$ cat src/inc/ivp_pkg.sv
// constants for the interrupt vector, priority and acknowledge block
package ivp_pkg;

    ////////////////////////////////////////////////////////////////////////////////
    // widths
    localparam int IVP_ADDR_W = 10;
    localparam int IVP_DATA_W = 16;
    localparam int IVP_CODE_W = 6;
    localparam int IVP_NUM_PRIO = 18;
    localparam int IVP_NUM_CELLS = 9;

    ////////////////////////////////////////////////////////////////////////////////
    // link windows and register offsets
    localparam logic [IVP_ADDR_W-1:0] IVP_BASE_BLK_ADDR = 10'h200;
    localparam logic [IVP_ADDR_W-1:0] IVP_BASE_NB_ADDR = 10'h300;
    localparam logic [7:0] IVP_OFF_ISR = 8'h00;
    localparam logic [7:0] IVP_OFF_ISR_HI = 8'h01;
    localparam logic [7:0] IVP_OFF_IVR = 8'h02;
    localparam logic [7:0] IVP_OFF_VSR = 8'h10;
    localparam logic [7:0] IVP_OFF_TRANSCEIVER_STATUS_REGISTER = 8'h11;
    localparam logic [7:0] IVP_OFF_HIGH_SIDE_STATUS_REGISTER = 8'h12;
    localparam logic [7:0] IVP_OFF_LOW_SIDE_STATUS_REGISTER = 8'h13;
    localparam logic [7:0] IVP_OFF_HSR = 8'h14;
    localparam logic [IVP_DATA_W-1:0] IVP_RD_RESET = 16'h0000;

    ////////////////////////////////////////////////////////////////////////////////
    // vector codes
    localparam logic [IVP_CODE_W-1:0] IVP_IRQ_NONE = 6'h00;
    localparam logic [IVP_CODE_W-1:0] IVP_IRQ_LVI = 6'h02;
    localparam logic [IVP_CODE_W-1:0] IVP_IRQ_HTI = 6'h04;
    localparam logic [IVP_CODE_W-1:0] IVP_IRQ_LBI = 6'h06;
    localparam logic [IVP_CODE_W-1:0] IVP_IRQ_CH0 = 6'h08;
    localparam logic [IVP_CODE_W-1:0] IVP_IRQ_CH3 = 6'h0E;
    localparam logic [IVP_CODE_W-1:0] IVP_IRQ_TOV = 6'h10;
    localparam logic [IVP_CODE_W-1:0] IVP_IRQ_ERR = 6'h12;
    localparam logic [IVP_CODE_W-1:0] IVP_IRQ_ADC = 6'h18;
    localparam logic [IVP_CODE_W-1:0] IVP_IRQ_TRANSCEIVER_OVERTEMP_IRQ = 6'h1A;
    localparam logic [IVP_CODE_W-1:0] IVP_IRQ_HIGH_SIDE_OVERTEMP_IRQ = 6'h1C;
    localparam logic [IVP_CODE_W-1:0] IVP_IRQ_HOT = 6'h20;
    localparam logic [IVP_CODE_W-1:0] IVP_IRQ_REGULATOR_OVERVOLTAGE_IRQ = 6'h24;

    ////////////////////////////////////////////////////////////////////////////////
    // source mirror bit positions
    localparam int IVP_ISR_VSI = 0;
    localparam int IVP_ISR_CH0 = 1;
    localparam int IVP_ISR_TOV = 5;
    localparam int IVP_ISR_ERR = 6;
    localparam int IVP_ISR_TX = 7;
    localparam int IVP_ISR_RX = 8;
    localparam int IVP_ISR_ADC = 9;
    localparam int IVP_ISR_TRANSCEIVER_OVERTEMP_IRQ = 10;
    localparam int IVP_ISR_HIGH_SIDE_OVERTEMP_IRQ = 11;
    localparam int IVP_ISR_LOW_SIDE_OVERTEMP_IRQ = 12;
    localparam int IVP_ISR_HOT = 13;

    ////////////////////////////////////////////////////////////////////////////////
    // edge-latched source cells
    localparam int IVP_CELL_LVI = 0;
    localparam int IVP_CELL_HTI = 1;
    localparam int IVP_CELL_LBI = 2;
    localparam int IVP_CELL_HVI = 3;
    localparam int IVP_CELL_REGULATOR_OVERVOLTAGE_IRQ = 4;
    localparam int IVP_CELL_TRANSCEIVER_OVERTEMP_IRQ = 5;
    localparam int IVP_CELL_HIGH_SIDE_OVERTEMP_IRQ = 6;
    localparam int IVP_CELL_LOW_SIDE_OVERTEMP_IRQ = 7;
    localparam int IVP_CELL_HOT = 8;
    localparam logic [IVP_NUM_CELLS-1:0] IVP_VSR_CELLS = 9'h01F;

endpackage : ivp_pkg

$ cat src/verilog/ivp_irq_top.sv
// interrupt vector, source mirror and read acknowledge logic behind the die link
module ivp_irq_top (
    // clock and reset
    input wire logic clk,
    input wire logic rstn,
    // die-to-die link read access, asynchronous pins
    input wire logic link_clk,
    input wire logic link_rd,
    input wire logic [ivp_pkg::IVP_ADDR_W-1:0] link_addr,
    output logic [ivp_pkg::IVP_DATA_W-1:0] link_rd_data,
    output logic link_rd_valid,
    // interrupt line to the host
    output logic die_link_interrupt_out,
    // power mode, same clock
    input wire logic stop_mode,
    input wire logic wake_event,
    // analog conditions, asynchronous levels
    input wire logic regulator_low_voltage_irq,
    input wire logic regulator_high_temp_irq,
    input wire logic low_battery_irq,
    input wire logic high_voltage_irq,
    input wire logic regulator_overvoltage_irq,
    input wire logic transceiver_overtemp_irq,
    input wire logic high_side_overtemp_irq,
    input wire logic low_side_overtemp_irq,
    input wire logic sensor_supply_overtemp_irq,
    // peripheral pending flags, same clock, owned elsewhere
    input wire logic [3:0] timer_channel_irq,
    input wire logic timer_overflow_irq,
    input wire logic sci_error_irq,
    input wire logic sci_transmit_irq,
    input wire logic sci_receive_irq,
    input wire logic converter_sequence_done_irq
);

    typedef struct packed {
        logic clk_s1;
        logic clk_s2;
        logic clk_prev;
        logic rd_s1;
        logic rd_s2;
        logic [ivp_pkg::IVP_ADDR_W-1:0] addr_s1;
        logic [ivp_pkg::IVP_ADDR_W-1:0] addr_s2;
        logic [ivp_pkg::IVP_DATA_W-1:0] rd_data;
        logic rd_valid;
        logic wake;
        logic irq;
    } ivp_top_state_t;

    ivp_top_state_t st_r;
    ivp_top_state_t st_nxt;

    logic [ivp_pkg::IVP_NUM_CELLS-1:0] cond_vec;
    logic [ivp_pkg::IVP_NUM_CELLS-1:0] ack_vec;
    logic [ivp_pkg::IVP_NUM_CELLS-1:0] cell_pend;
    logic [ivp_pkg::IVP_NUM_CELLS-1:0] cell_rise;
    logic [ivp_pkg::IVP_NUM_PRIO-1:0] prio_vec;
    logic [ivp_pkg::IVP_DATA_W-1:0] isr_val;
    logic [ivp_pkg::IVP_DATA_W-1:0] rd_mux;
    logic [5:0] vec_code;
    logic [7:0] off;
    logic take;
    logic win_blk;
    logic win_nb;
    logic hit;
    logic combined_voltage_interrupt;
    logic any_pend;

    ////////////////////////////////////////////////////////////////////////////////
    // analog sources: each one latches on a rising condition edge
    assign cond_vec = {
        sensor_supply_overtemp_irq,
        low_side_overtemp_irq,
        high_side_overtemp_irq,
        transceiver_overtemp_irq,
        regulator_overvoltage_irq,
        high_voltage_irq,
        low_battery_irq,
        regulator_high_temp_irq,
        regulator_low_voltage_irq
    };

    for (genvar g = 0; g < ivp_pkg::IVP_NUM_CELLS; g++)
    begin : g_src
        ivp_edge_src u_src (
            .clk(clk),
            .rstn(rstn),
            .cond(cond_vec[g]),
            .ack(ack_vec[g]),
            .pend(cell_pend[g]),
            .rise(cell_rise[g])
        );
    end

    ////////////////////////////////////////////////////////////////////////////////
    // priority order, bit 0 ranks highest; peripheral flags are only looked at
    assign prio_vec = {
        cell_pend[ivp_pkg::IVP_CELL_REGULATOR_OVERVOLTAGE_IRQ],  // lowest
        cell_pend[ivp_pkg::IVP_CELL_HVI],
        cell_pend[ivp_pkg::IVP_CELL_HOT],
        cell_pend[ivp_pkg::IVP_CELL_LOW_SIDE_OVERTEMP_IRQ],
        cell_pend[ivp_pkg::IVP_CELL_HIGH_SIDE_OVERTEMP_IRQ],
        cell_pend[ivp_pkg::IVP_CELL_TRANSCEIVER_OVERTEMP_IRQ],
        converter_sequence_done_irq,
        sci_receive_irq,
        sci_transmit_irq,
        sci_error_irq,
        timer_overflow_irq,
        timer_channel_irq,                    // and
        cell_pend[ivp_pkg::IVP_CELL_LBI],
        cell_pend[ivp_pkg::IVP_CELL_HTI],
        cell_pend[ivp_pkg::IVP_CELL_LVI]
    };

    ivp_prio_enc #(
        .NUM(ivp_pkg::IVP_NUM_PRIO)
    ) u_enc (
        .pend(prio_vec),
        .code(vec_code)
    );

    ////////////////////////////////////////////////////////////////////////////////
    // source mirror: combined voltage bit plus every other source
    assign combined_voltage_interrupt = |(cell_pend & ivp_pkg::IVP_VSR_CELLS);

    always_comb
    begin
        isr_val = '0;
        isr_val[ivp_pkg::IVP_ISR_VSI] = combined_voltage_interrupt;
        isr_val[ivp_pkg::IVP_ISR_CH0 +: 4] = timer_channel_irq;
        isr_val[ivp_pkg::IVP_ISR_TOV] = timer_overflow_irq;
        isr_val[ivp_pkg::IVP_ISR_ERR] = sci_error_irq;
        isr_val[ivp_pkg::IVP_ISR_TX] = sci_transmit_irq;
        isr_val[ivp_pkg::IVP_ISR_RX] = sci_receive_irq;
        isr_val[ivp_pkg::IVP_ISR_ADC] = converter_sequence_done_irq;
        isr_val[ivp_pkg::IVP_ISR_TRANSCEIVER_OVERTEMP_IRQ] = cell_pend[ivp_pkg::IVP_CELL_TRANSCEIVER_OVERTEMP_IRQ];
        isr_val[ivp_pkg::IVP_ISR_HIGH_SIDE_OVERTEMP_IRQ] = cell_pend[ivp_pkg::IVP_CELL_HIGH_SIDE_OVERTEMP_IRQ];
        isr_val[ivp_pkg::IVP_ISR_LOW_SIDE_OVERTEMP_IRQ] = cell_pend[ivp_pkg::IVP_CELL_LOW_SIDE_OVERTEMP_IRQ];
        isr_val[ivp_pkg::IVP_ISR_HOT] = cell_pend[ivp_pkg::IVP_CELL_HOT];
    end

    assign any_pend = |prio_vec;

    ////////////////////////////////////////////////////////////////////////////////
    // link access: a read is taken on a rising edge of the synchronised link clock.
    // address and strobe are two-flop synchronised too; they must be stable around
    // the link clock edge, which the link protocol guarantees
    assign take = st_r.clk_s2 & ~st_r.clk_prev & st_r.rd_s2;
    assign win_blk = st_r.addr_s2[9:8] == ivp_pkg::IVP_BASE_BLK_ADDR[9:8];
    assign win_nb = st_r.addr_s2[9:8] == ivp_pkg::IVP_BASE_NB_ADDR[9:8];
    assign hit = win_blk | win_nb; // both windows alias
    assign off = st_r.addr_s2[7:0];

    // read acknowledges: one cycle pulse in the cycle the read is taken
    always_comb
    begin
        ack_vec = '0;
        if (take && hit)
        begin
            if (off == ivp_pkg::IVP_OFF_VSR)
                ack_vec = ivp_pkg::IVP_VSR_CELLS;
            else if (off == ivp_pkg::IVP_OFF_TRANSCEIVER_STATUS_REGISTER)
                ack_vec[ivp_pkg::IVP_CELL_TRANSCEIVER_OVERTEMP_IRQ] = 1'b1;
            else if (off == ivp_pkg::IVP_OFF_HIGH_SIDE_STATUS_REGISTER)
                ack_vec[ivp_pkg::IVP_CELL_HIGH_SIDE_OVERTEMP_IRQ] = 1'b1;
            else if (off == ivp_pkg::IVP_OFF_LOW_SIDE_STATUS_REGISTER)
                ack_vec[ivp_pkg::IVP_CELL_LOW_SIDE_OVERTEMP_IRQ] = 1'b1;
            else if (off == ivp_pkg::IVP_OFF_HSR)
                ack_vec[ivp_pkg::IVP_CELL_HOT] = 1'b1;
        end
    end

    // read data mux; mirror and vector reads cause no acknowledge
    always_comb
    begin
        rd_mux = '0;
        if (!hit)
            rd_mux = '0;
        else if (off == ivp_pkg::IVP_OFF_ISR)
            rd_mux = isr_val;
        else if (off == ivp_pkg::IVP_OFF_ISR_HI)
            rd_mux = {8'h00, isr_val[15:8]};
        else if (off == ivp_pkg::IVP_OFF_IVR)
            rd_mux = {10'h000, vec_code}; // upper bits zero, and
        else if (off == ivp_pkg::IVP_OFF_VSR)
            rd_mux = {11'h000, cell_pend[4:0]};
        else if (off == ivp_pkg::IVP_OFF_TRANSCEIVER_STATUS_REGISTER)
            rd_mux = {15'h0000, cell_pend[ivp_pkg::IVP_CELL_TRANSCEIVER_OVERTEMP_IRQ]};
        else if (off == ivp_pkg::IVP_OFF_HIGH_SIDE_STATUS_REGISTER)
            rd_mux = {15'h0000, cell_pend[ivp_pkg::IVP_CELL_HIGH_SIDE_OVERTEMP_IRQ]};
        else if (off == ivp_pkg::IVP_OFF_LOW_SIDE_STATUS_REGISTER)
            rd_mux = {15'h0000, cell_pend[ivp_pkg::IVP_CELL_LOW_SIDE_OVERTEMP_IRQ]};
        else if (off == ivp_pkg::IVP_OFF_HSR)
            rd_mux = {15'h0000, cell_pend[ivp_pkg::IVP_CELL_HOT]};
    end

    ////////////////////////////////////////////////////////////////////////////////
    // next state: synchronisers, read data register, wake flag and interrupt line
    always_comb
    begin
        st_nxt = st_r;
        st_nxt.clk_s1 = link_clk;
        st_nxt.clk_s2 = st_r.clk_s1;
        st_nxt.clk_prev = st_r.clk_s2;
        st_nxt.rd_s1 = link_rd;
        st_nxt.rd_s2 = st_r.rd_s1;
        st_nxt.addr_s1 = link_addr;
        st_nxt.addr_s2 = st_r.addr_s1;
        st_nxt.rd_valid = take;
        if (take)
            st_nxt.rd_data = rd_mux; // and
        // any link access acknowledges a wake-up; a new wake event wins over it
        if (take)
            st_nxt.wake = 1'b0;
        if (stop_mode && wake_event)
            st_nxt.wake = 1'b1;
        // stop mode lets only wake-up through
        if (stop_mode)
            st_nxt.irq = st_r.wake;
        else
            st_nxt.irq = any_pend | st_r.wake; // held until acknowledged
    end

    always_ff @(posedge clk)
    begin
        if (!rstn)
        begin
            st_r <= '0;
            st_r.rd_data <= ivp_pkg::IVP_RD_RESET;
        end
        else
            st_r <= st_nxt;
    end

    assign link_rd_data = st_r.rd_data;
    assign link_rd_valid = st_r.rd_valid;
    assign die_link_interrupt_out = st_r.irq;
endmodule : ivp_irq_top

$ cat src/verilog/ivp_edge_src.sv
// one edge-latched interrupt source with read acknowledge
module ivp_edge_src (
    // clock and reset
    input wire logic clk,
    input wire logic rstn,
    // asynchronous condition, same-clock acknowledge
    input wire logic cond,
    input wire logic ack,
    // state
    output logic pend,
    output logic rise
);

    typedef struct packed {
        logic s1;
        logic s2;
        logic prev;
        logic pend;
    } ivp_src_state_t;

    ivp_src_state_t st_r;
    ivp_src_state_t st_nxt;

    ////////////////////////////////////////////////////////////////////////////////
    // a persisting condition cannot refire: only a fresh rising edge sets pending
    always_comb
    begin
        st_nxt = st_r;
        st_nxt.s1 = cond;
        st_nxt.s2 = st_r.s1;
        st_nxt.prev = st_r.s2;
        st_nxt.pend = rise | (st_r.pend & ~ack); // set wins over clear
    end

    assign rise = st_r.s2 & ~st_r.prev;
    assign pend = st_r.pend;

    always_ff @(posedge clk)
    begin
        if (!rstn)
            st_r <= '0;
        else
            st_r <= st_nxt;
    end
endmodule : ivp_edge_src

$ cat src/verilog/ivp_prio_enc.sv
// fixed priority encoder producing the doubled vector code
module ivp_prio_enc #(
    parameter int NUM = 18
) (
    // pending flags, bit 0 highest priority
    input wire logic [NUM-1:0] pend,
    // doubled source number, zero when idle
    output logic [5:0] code
);

    ////////////////////////////////////////////////////////////////////////////////
    // scan from lowest to highest so the highest pending one wins
    always_comb
    begin
        code = 6'h00;
        for (int i = NUM - 1; i >= 0; i--)
        begin
            if (pend[i])
                code = 6'((i + 1) * 2);
        end
    end

endmodule : ivp_prio_enc

$ cat config.mk
export PLATFORM = sky130hd
export DESIGN_NAME = ivp_irq_top
export DESIGN_NICKNAME = d
export VERILOG_FILES = /design/src/inc/ivp_pkg.sv /design/src/verilog/ivp_irq_top.sv /design/src/verilog/ivp_edge_src.sv /design/src/verilog/ivp_prio_enc.sv
export SDC_FILE = /design/constraint.sdc
export NUM_CORES = 1
export LEC_CHECK = 0
export BUFFER_PORTS_ARGS = -buffer_cell sky130_fd_sc_hd__buf_2
export CAP_MARGIN = 20
export CORE_ASPECT_RATIO = 1.25
export CORE_MARGIN = 4
export CORE_UTILIZATION = 50
export CTS_BUF_LIST = sky130_fd_sc_hd__clkbuf_16
export DETAILED_ROUTE_END_ITERATION = 7
export PLACE_DENSITY_LB_ADDON = 0.2
export SYNTH_ARGS = -nofsm -noshare
export SYNTH_HDL_FRONTEND = slang
export SYNTH_SLANG_ARGS = --single-unit
$ cat constraint.sdc
create_clock -name clk -period 2.73 [get_ports clk]
set_input_delay 0.4095 -clock clk [delete_from_list [all_inputs] [get_ports clk]]
set_output_delay 0.4095 -clock clk [all_outputs]
set_load 0.02 [all_outputs]
==> impl_metrics.env <==
export IMPL_worst_setup_path_class="flip-flop to flip-flop"
export IMPL_grt_met1_usage=0.189
export IMPL_globalplace_congestion=0.930
export IMPL_drv_slew=0
export IMPL_outcome="complete, no violations"
export IMPL_synth_enable_flop_cells=0
export IMPL_area_growth_syn_to_layout_pct=14.8
export IMPL_fp_dieH_um=93.3
export IMPL_finClkSkew_ns=0.00623
export IMPL_worst_endpoint_required_ns=2.98
export IMPL_min_period_ns=1.80
export IMPL_timing_hold_worst_start="low_side_overtemp_irq"
export IMPL_worst_ir_drop_vdd_mv=0.421
export IMPL_grt_max_degree=57
export IMPL_tns_ns=0
export IMPL_cts_clk_slew_worst_paths_ns=0.06
export IMPL_synth_area_top_cells="sky130_fd_sc_hd__dfxtp_1 (52%), sky130_fd_sc_hd__and2_1 (9.7%), sky130_fd_sc_hd__buf_4 (4.4%)"
export IMPL_drt_first_pass_iters=4
export IMPL_r2r_path_end="link_rd_data[6]"
export IMPL_antenna_cells=0
export IMPL_yosysSeqAreaShare=0.523
export IMPL_vias_in_the_first_global_route=2003
export IMPL_placed_cells_incl_taps=397
export IMPL_routed_via_density=5.16
export IMPL_hold_path_depth=2
export IMPL_slew_of_the_pin_with_the_lowest_slew_margin_ns=0.659
export IMPL_crit_path_end_kind="flip-flop"
export IMPL_power_per_cell_area_nw_per_um2=709
export IMPL_io_buffer_count=48
export IMPL_max_clock_path_buffers=2
export IMPL_cp_startpoint="off[0]"
export IMPL_netlist_top_cell_by_area="sky130_fd_sc_hd__dfxtp_1"
export IMPL_cts_hold_repair_buffers=0
export IMPL_clk_insertion_delay_late_ns=0.33
export IMPL_synth_area_in_simple_gates=0.267
export IMPL_synth_area_mux_share=0.00688
export IMPL_crit_path_dat_ns=2.06
export IMPL_timing_rr_start="off[0]"
export IMPL_compound_cell_area_share_of_the_yosys_netlist=0.129
export IMPL_detail_route_wirelength_mm=5.41
export IMPL_max_capacitance_violation_count=0
export IMPL_die_area_um2=7110
export IMPL_placement_rows=30
export IMPL_cts_made_buffers=9
export IMPL_clkPwrFrac=0.436
export IMPL_yosys_area_top_type_share=0.523
export IMPL_globalRoute_busiestLayer="met2"
export IMPL_boundaryPins=52
export IMPL_synth_yosys_warnings=0
export IMPL_crit_path_cell_trace="nor4_4 > nand2_1 > nor2_2 > a22oi_1 > nor2_1"
export IMPL_comb_power_share=0.066
export IMPL_worst_path_setup_slack_after_routing_ns=0.926
export IMPL_grt_util_met2=0.264
export IMPL_r2r_setup_slack_ns=0.93
export IMPL_final_layout_size_suffix_gt1_frac=0.209
export IMPL_clock_root_buffer="sky130_fd_sc_hd__clkbuf_16"
export IMPL_gr_usage_met3=0.0539
export IMPL_power_report_internal_total_mw=1.83
export IMPL_power_switching_mw=0.540
export IMPL_final_net_count=378
export IMPL_worstRegToRegCells=5
export IMPL_crit_path_max_incr_delay_ns=0.48
export IMPL_cts_repair_timing_setup_buffer_count=0
export IMPL_n_fill_cell=501
export IMPL_fin_crit_sh=0.661
export IMPL_synth_top_family_by_area="simple AND/OR/NAND/NOR gates"
export IMPL_finalHoldViolCount=0
export IMPL_ff_latch_count_synth=76
export IMPL_report_final_setup_viol=0
export IMPL_final_hold_worst_slack_ns=0.284
export IMPL_die_w_um=76.2
export IMPL_leakage_nw=1.43
export IMPL_hold_path_end="g_src[7].u_src.st_nxt[2]"
export IMPL_pwr_share_seq=0.498
export IMPL_unique_masters_post_synth=47
export IMPL_slew_hr=0.559
export IMPL_htree_num_levels=3
export IMPL_detailed_placement_wirelength_estimate_mm=3.80
export IMPL_tritoncts="done"
export IMPL_final_cell_count_no_fill=413
export IMPL_grt_setup_unrepaired="false"
export IMPL_share_of_total_power_consumed_by_net_switching=0.228
export IMPL_post_synthesis_instance_total=309
export IMPL_synthesis_area_per_instance_um2=9.42
export IMPL_timing_critical_path_from_type="flip-flop"
export IMPL_max_freq_ghz=0.554
export IMPL_route_detailed_wl_per_inst_um=13.1
export IMPL_dp_slack_ns=0.929
export IMPL_grt_pass1_wl_mm=9.10
export IMPL_routed_via_count=2133
export IMPL_arithmetic_cell_share_of_the_synthesized_area_counting_full_adders_half_adders_and_majority_gates=0
export IMPL_mappedNetlistArea_um2=2910
export IMPL_asyncSetResetFlopFracSynth=0
export IMPL_antenna_found_initial=0
export IMPL_post_synth_xor_area_fraction=0
export IMPL_post_cts_resize_count=0
export IMPL_dr_first_iter_drc_count=160
export IMPL_antenna_left=0
export IMPL_start_util=0.524
export IMPL_globalRouteTotalUtil=0.163
export IMPL_critPathBufInv=0
export IMPL_grt_remaining_overflow=0
export IMPL_cts_sinks=76
export IMPL_synth_ff_type="sky130_fd_sc_hd__dfxtp_1"
export IMPL_floorplan_core_area_um2=5560
export IMPL_hp_class="input port to flip-flop"
export IMPL_critical_path_top_delay_family="simple AND/OR/NAND/NOR gates"
export IMPL_crit_path_top_delay_cell="sky130_fd_sc_hd__dfxtp_1"
export IMPL_worst_path_max_fanout=16
export IMPL_route_detailed_drc=0
-- how the worst max path moves through the flow --
| stage | depth (start not counted) | to | slack [ns] |
|---|---|---|---|
| floorplan | 4 | die_link_interrupt_out | 1.22 |
| global placement | 5 | link_rd_data[0] | 0.94 |
| detailed placement | 5 | link_rd_data[4] | 0.93 |
| CTS | 5 | link_rd_data[9] | 0.92 |
| global route | 5 | link_rd_data[0] | 0.72 |
| finish | 5 | link_rd_data[6] | 0.93 |
-- cell usage in the layout (no fill, tap or decap), drive strengths merged, types with 2 or more instances in the layout --
master,instances
and2,46
o21ai,19
clkinv,2
clkbuf,9
a21oi,8
a32oi,4
nor2,22
nand3b,4
buf,49
a31oi,2
dfxtp,76
conb,2
nand3,4
o22ai,4
nor3,7
nor4,5
a21o,2
nor3b,2
inv,13
clkinvlp,3
a22oi,9
nor2b,4
nand2,27
nand2b,7
mux2i,2
-- power groups by stage --
stage / clock network (mW) / registers, mW / logic [mW]
after floorplan: 0 / 1.19 / 0.108
after global placement: 0 / 1.20 / 0.152
after detailed placement: 0 / 1.20 / 0.155
after CTS: 1.06 / 1.18 / 0.155
after global routing: 1.11 / 1.19 / 0.176
final: 1.03 / 1.18 / 0.155
-- synthesized netlist by cell type, drive strengths merged, types with 2 or more instances --
cell,instances
dfxtp,76
and2,46
nand2,27
nor2,22
o21ai,19
buf,18
inv,10
a22oi,9
a21oi,8
clkbuf,8
nand2b,7
nor3,7
nor4,5
a32oi,4
nand3,4
nand3b,4
nor2b,4
o22ai,4
a21o,2
a31oi,2
mux2i,2
nor3b,2
-- sequential cells by signal, summed over array words and instances, names as in the netlist --
signal and flops:
off 8, g_src.u_src.pend 9, link_rd_data 14, st_r 4, g_src.u_src.st_nxt 18, die_link_interrupt_out 1, st_nxt 12, link_rd_valid 1
g_src.u_src.st_r 9
-- metrics by stage --
step | utilization | cell area [um2] | power (mW)
floorplan | - | 2910 | 1.30
global placement | 0.553 | 3070 | 1.36
detailed placement | 0.553 | 3070 | 1.36
CTS | 0.602 | 3340 | 2.40
global route | 0.602 | 3340 | 2.47
finish | 0.602 | 3340 | 2.37
-- cell type report --
cell class / count / area, um2 / area share
Clock buffer: 9 / 225 / 0.0674
Clock inverter: 7 / 43.8 / 0.0131
Inverter: 11 / 41.3 / 0.0124
Multi-Input combinational cell: 197 / 1180 / 0.354
Sequential cell: 76 / 1520 / 0.455
Tap cell: 64 / 80.1 / 0.0240
Timing Repair Buffer: 49 / 248 / 0.0741
-- metal layers --
| metal | part of all wire | vias to the layer above |
|---|---|---|
| met5 | 0 | - |
| met3 | 0.084 | 11 |
| met2 | 0.46 | 96 |
| met4 | 0.023 | 0 |
| li1 | - | 1101 |
| met1 | 0.43 | 925 |
-- logic make-up (layout without fill, tap and decap cells) --
group	Yosys count	after routing
AND/OR/NAND/NOR	135	135
flip-flops	76	76
AO/OA/AOI/OAI	58	58
buffers and inverters	37	76
multiplexers	2	2
other	1	2
-- worst register-to-register path, cell delays in order (launching register included) --
cell,delay (ns)
sky130_fd_sc_hd__dfxtp_1,0.48
sky130_fd_sc_hd__nor4_4,0.42
sky130_fd_sc_hd__nand2_1,0.25
sky130_fd_sc_hd__nor2_2,0.36
sky130_fd_sc_hd__a22oi_1,0.12
sky130_fd_sc_hd__nor2_1,0.10
(Power assumes the default switching activity.)
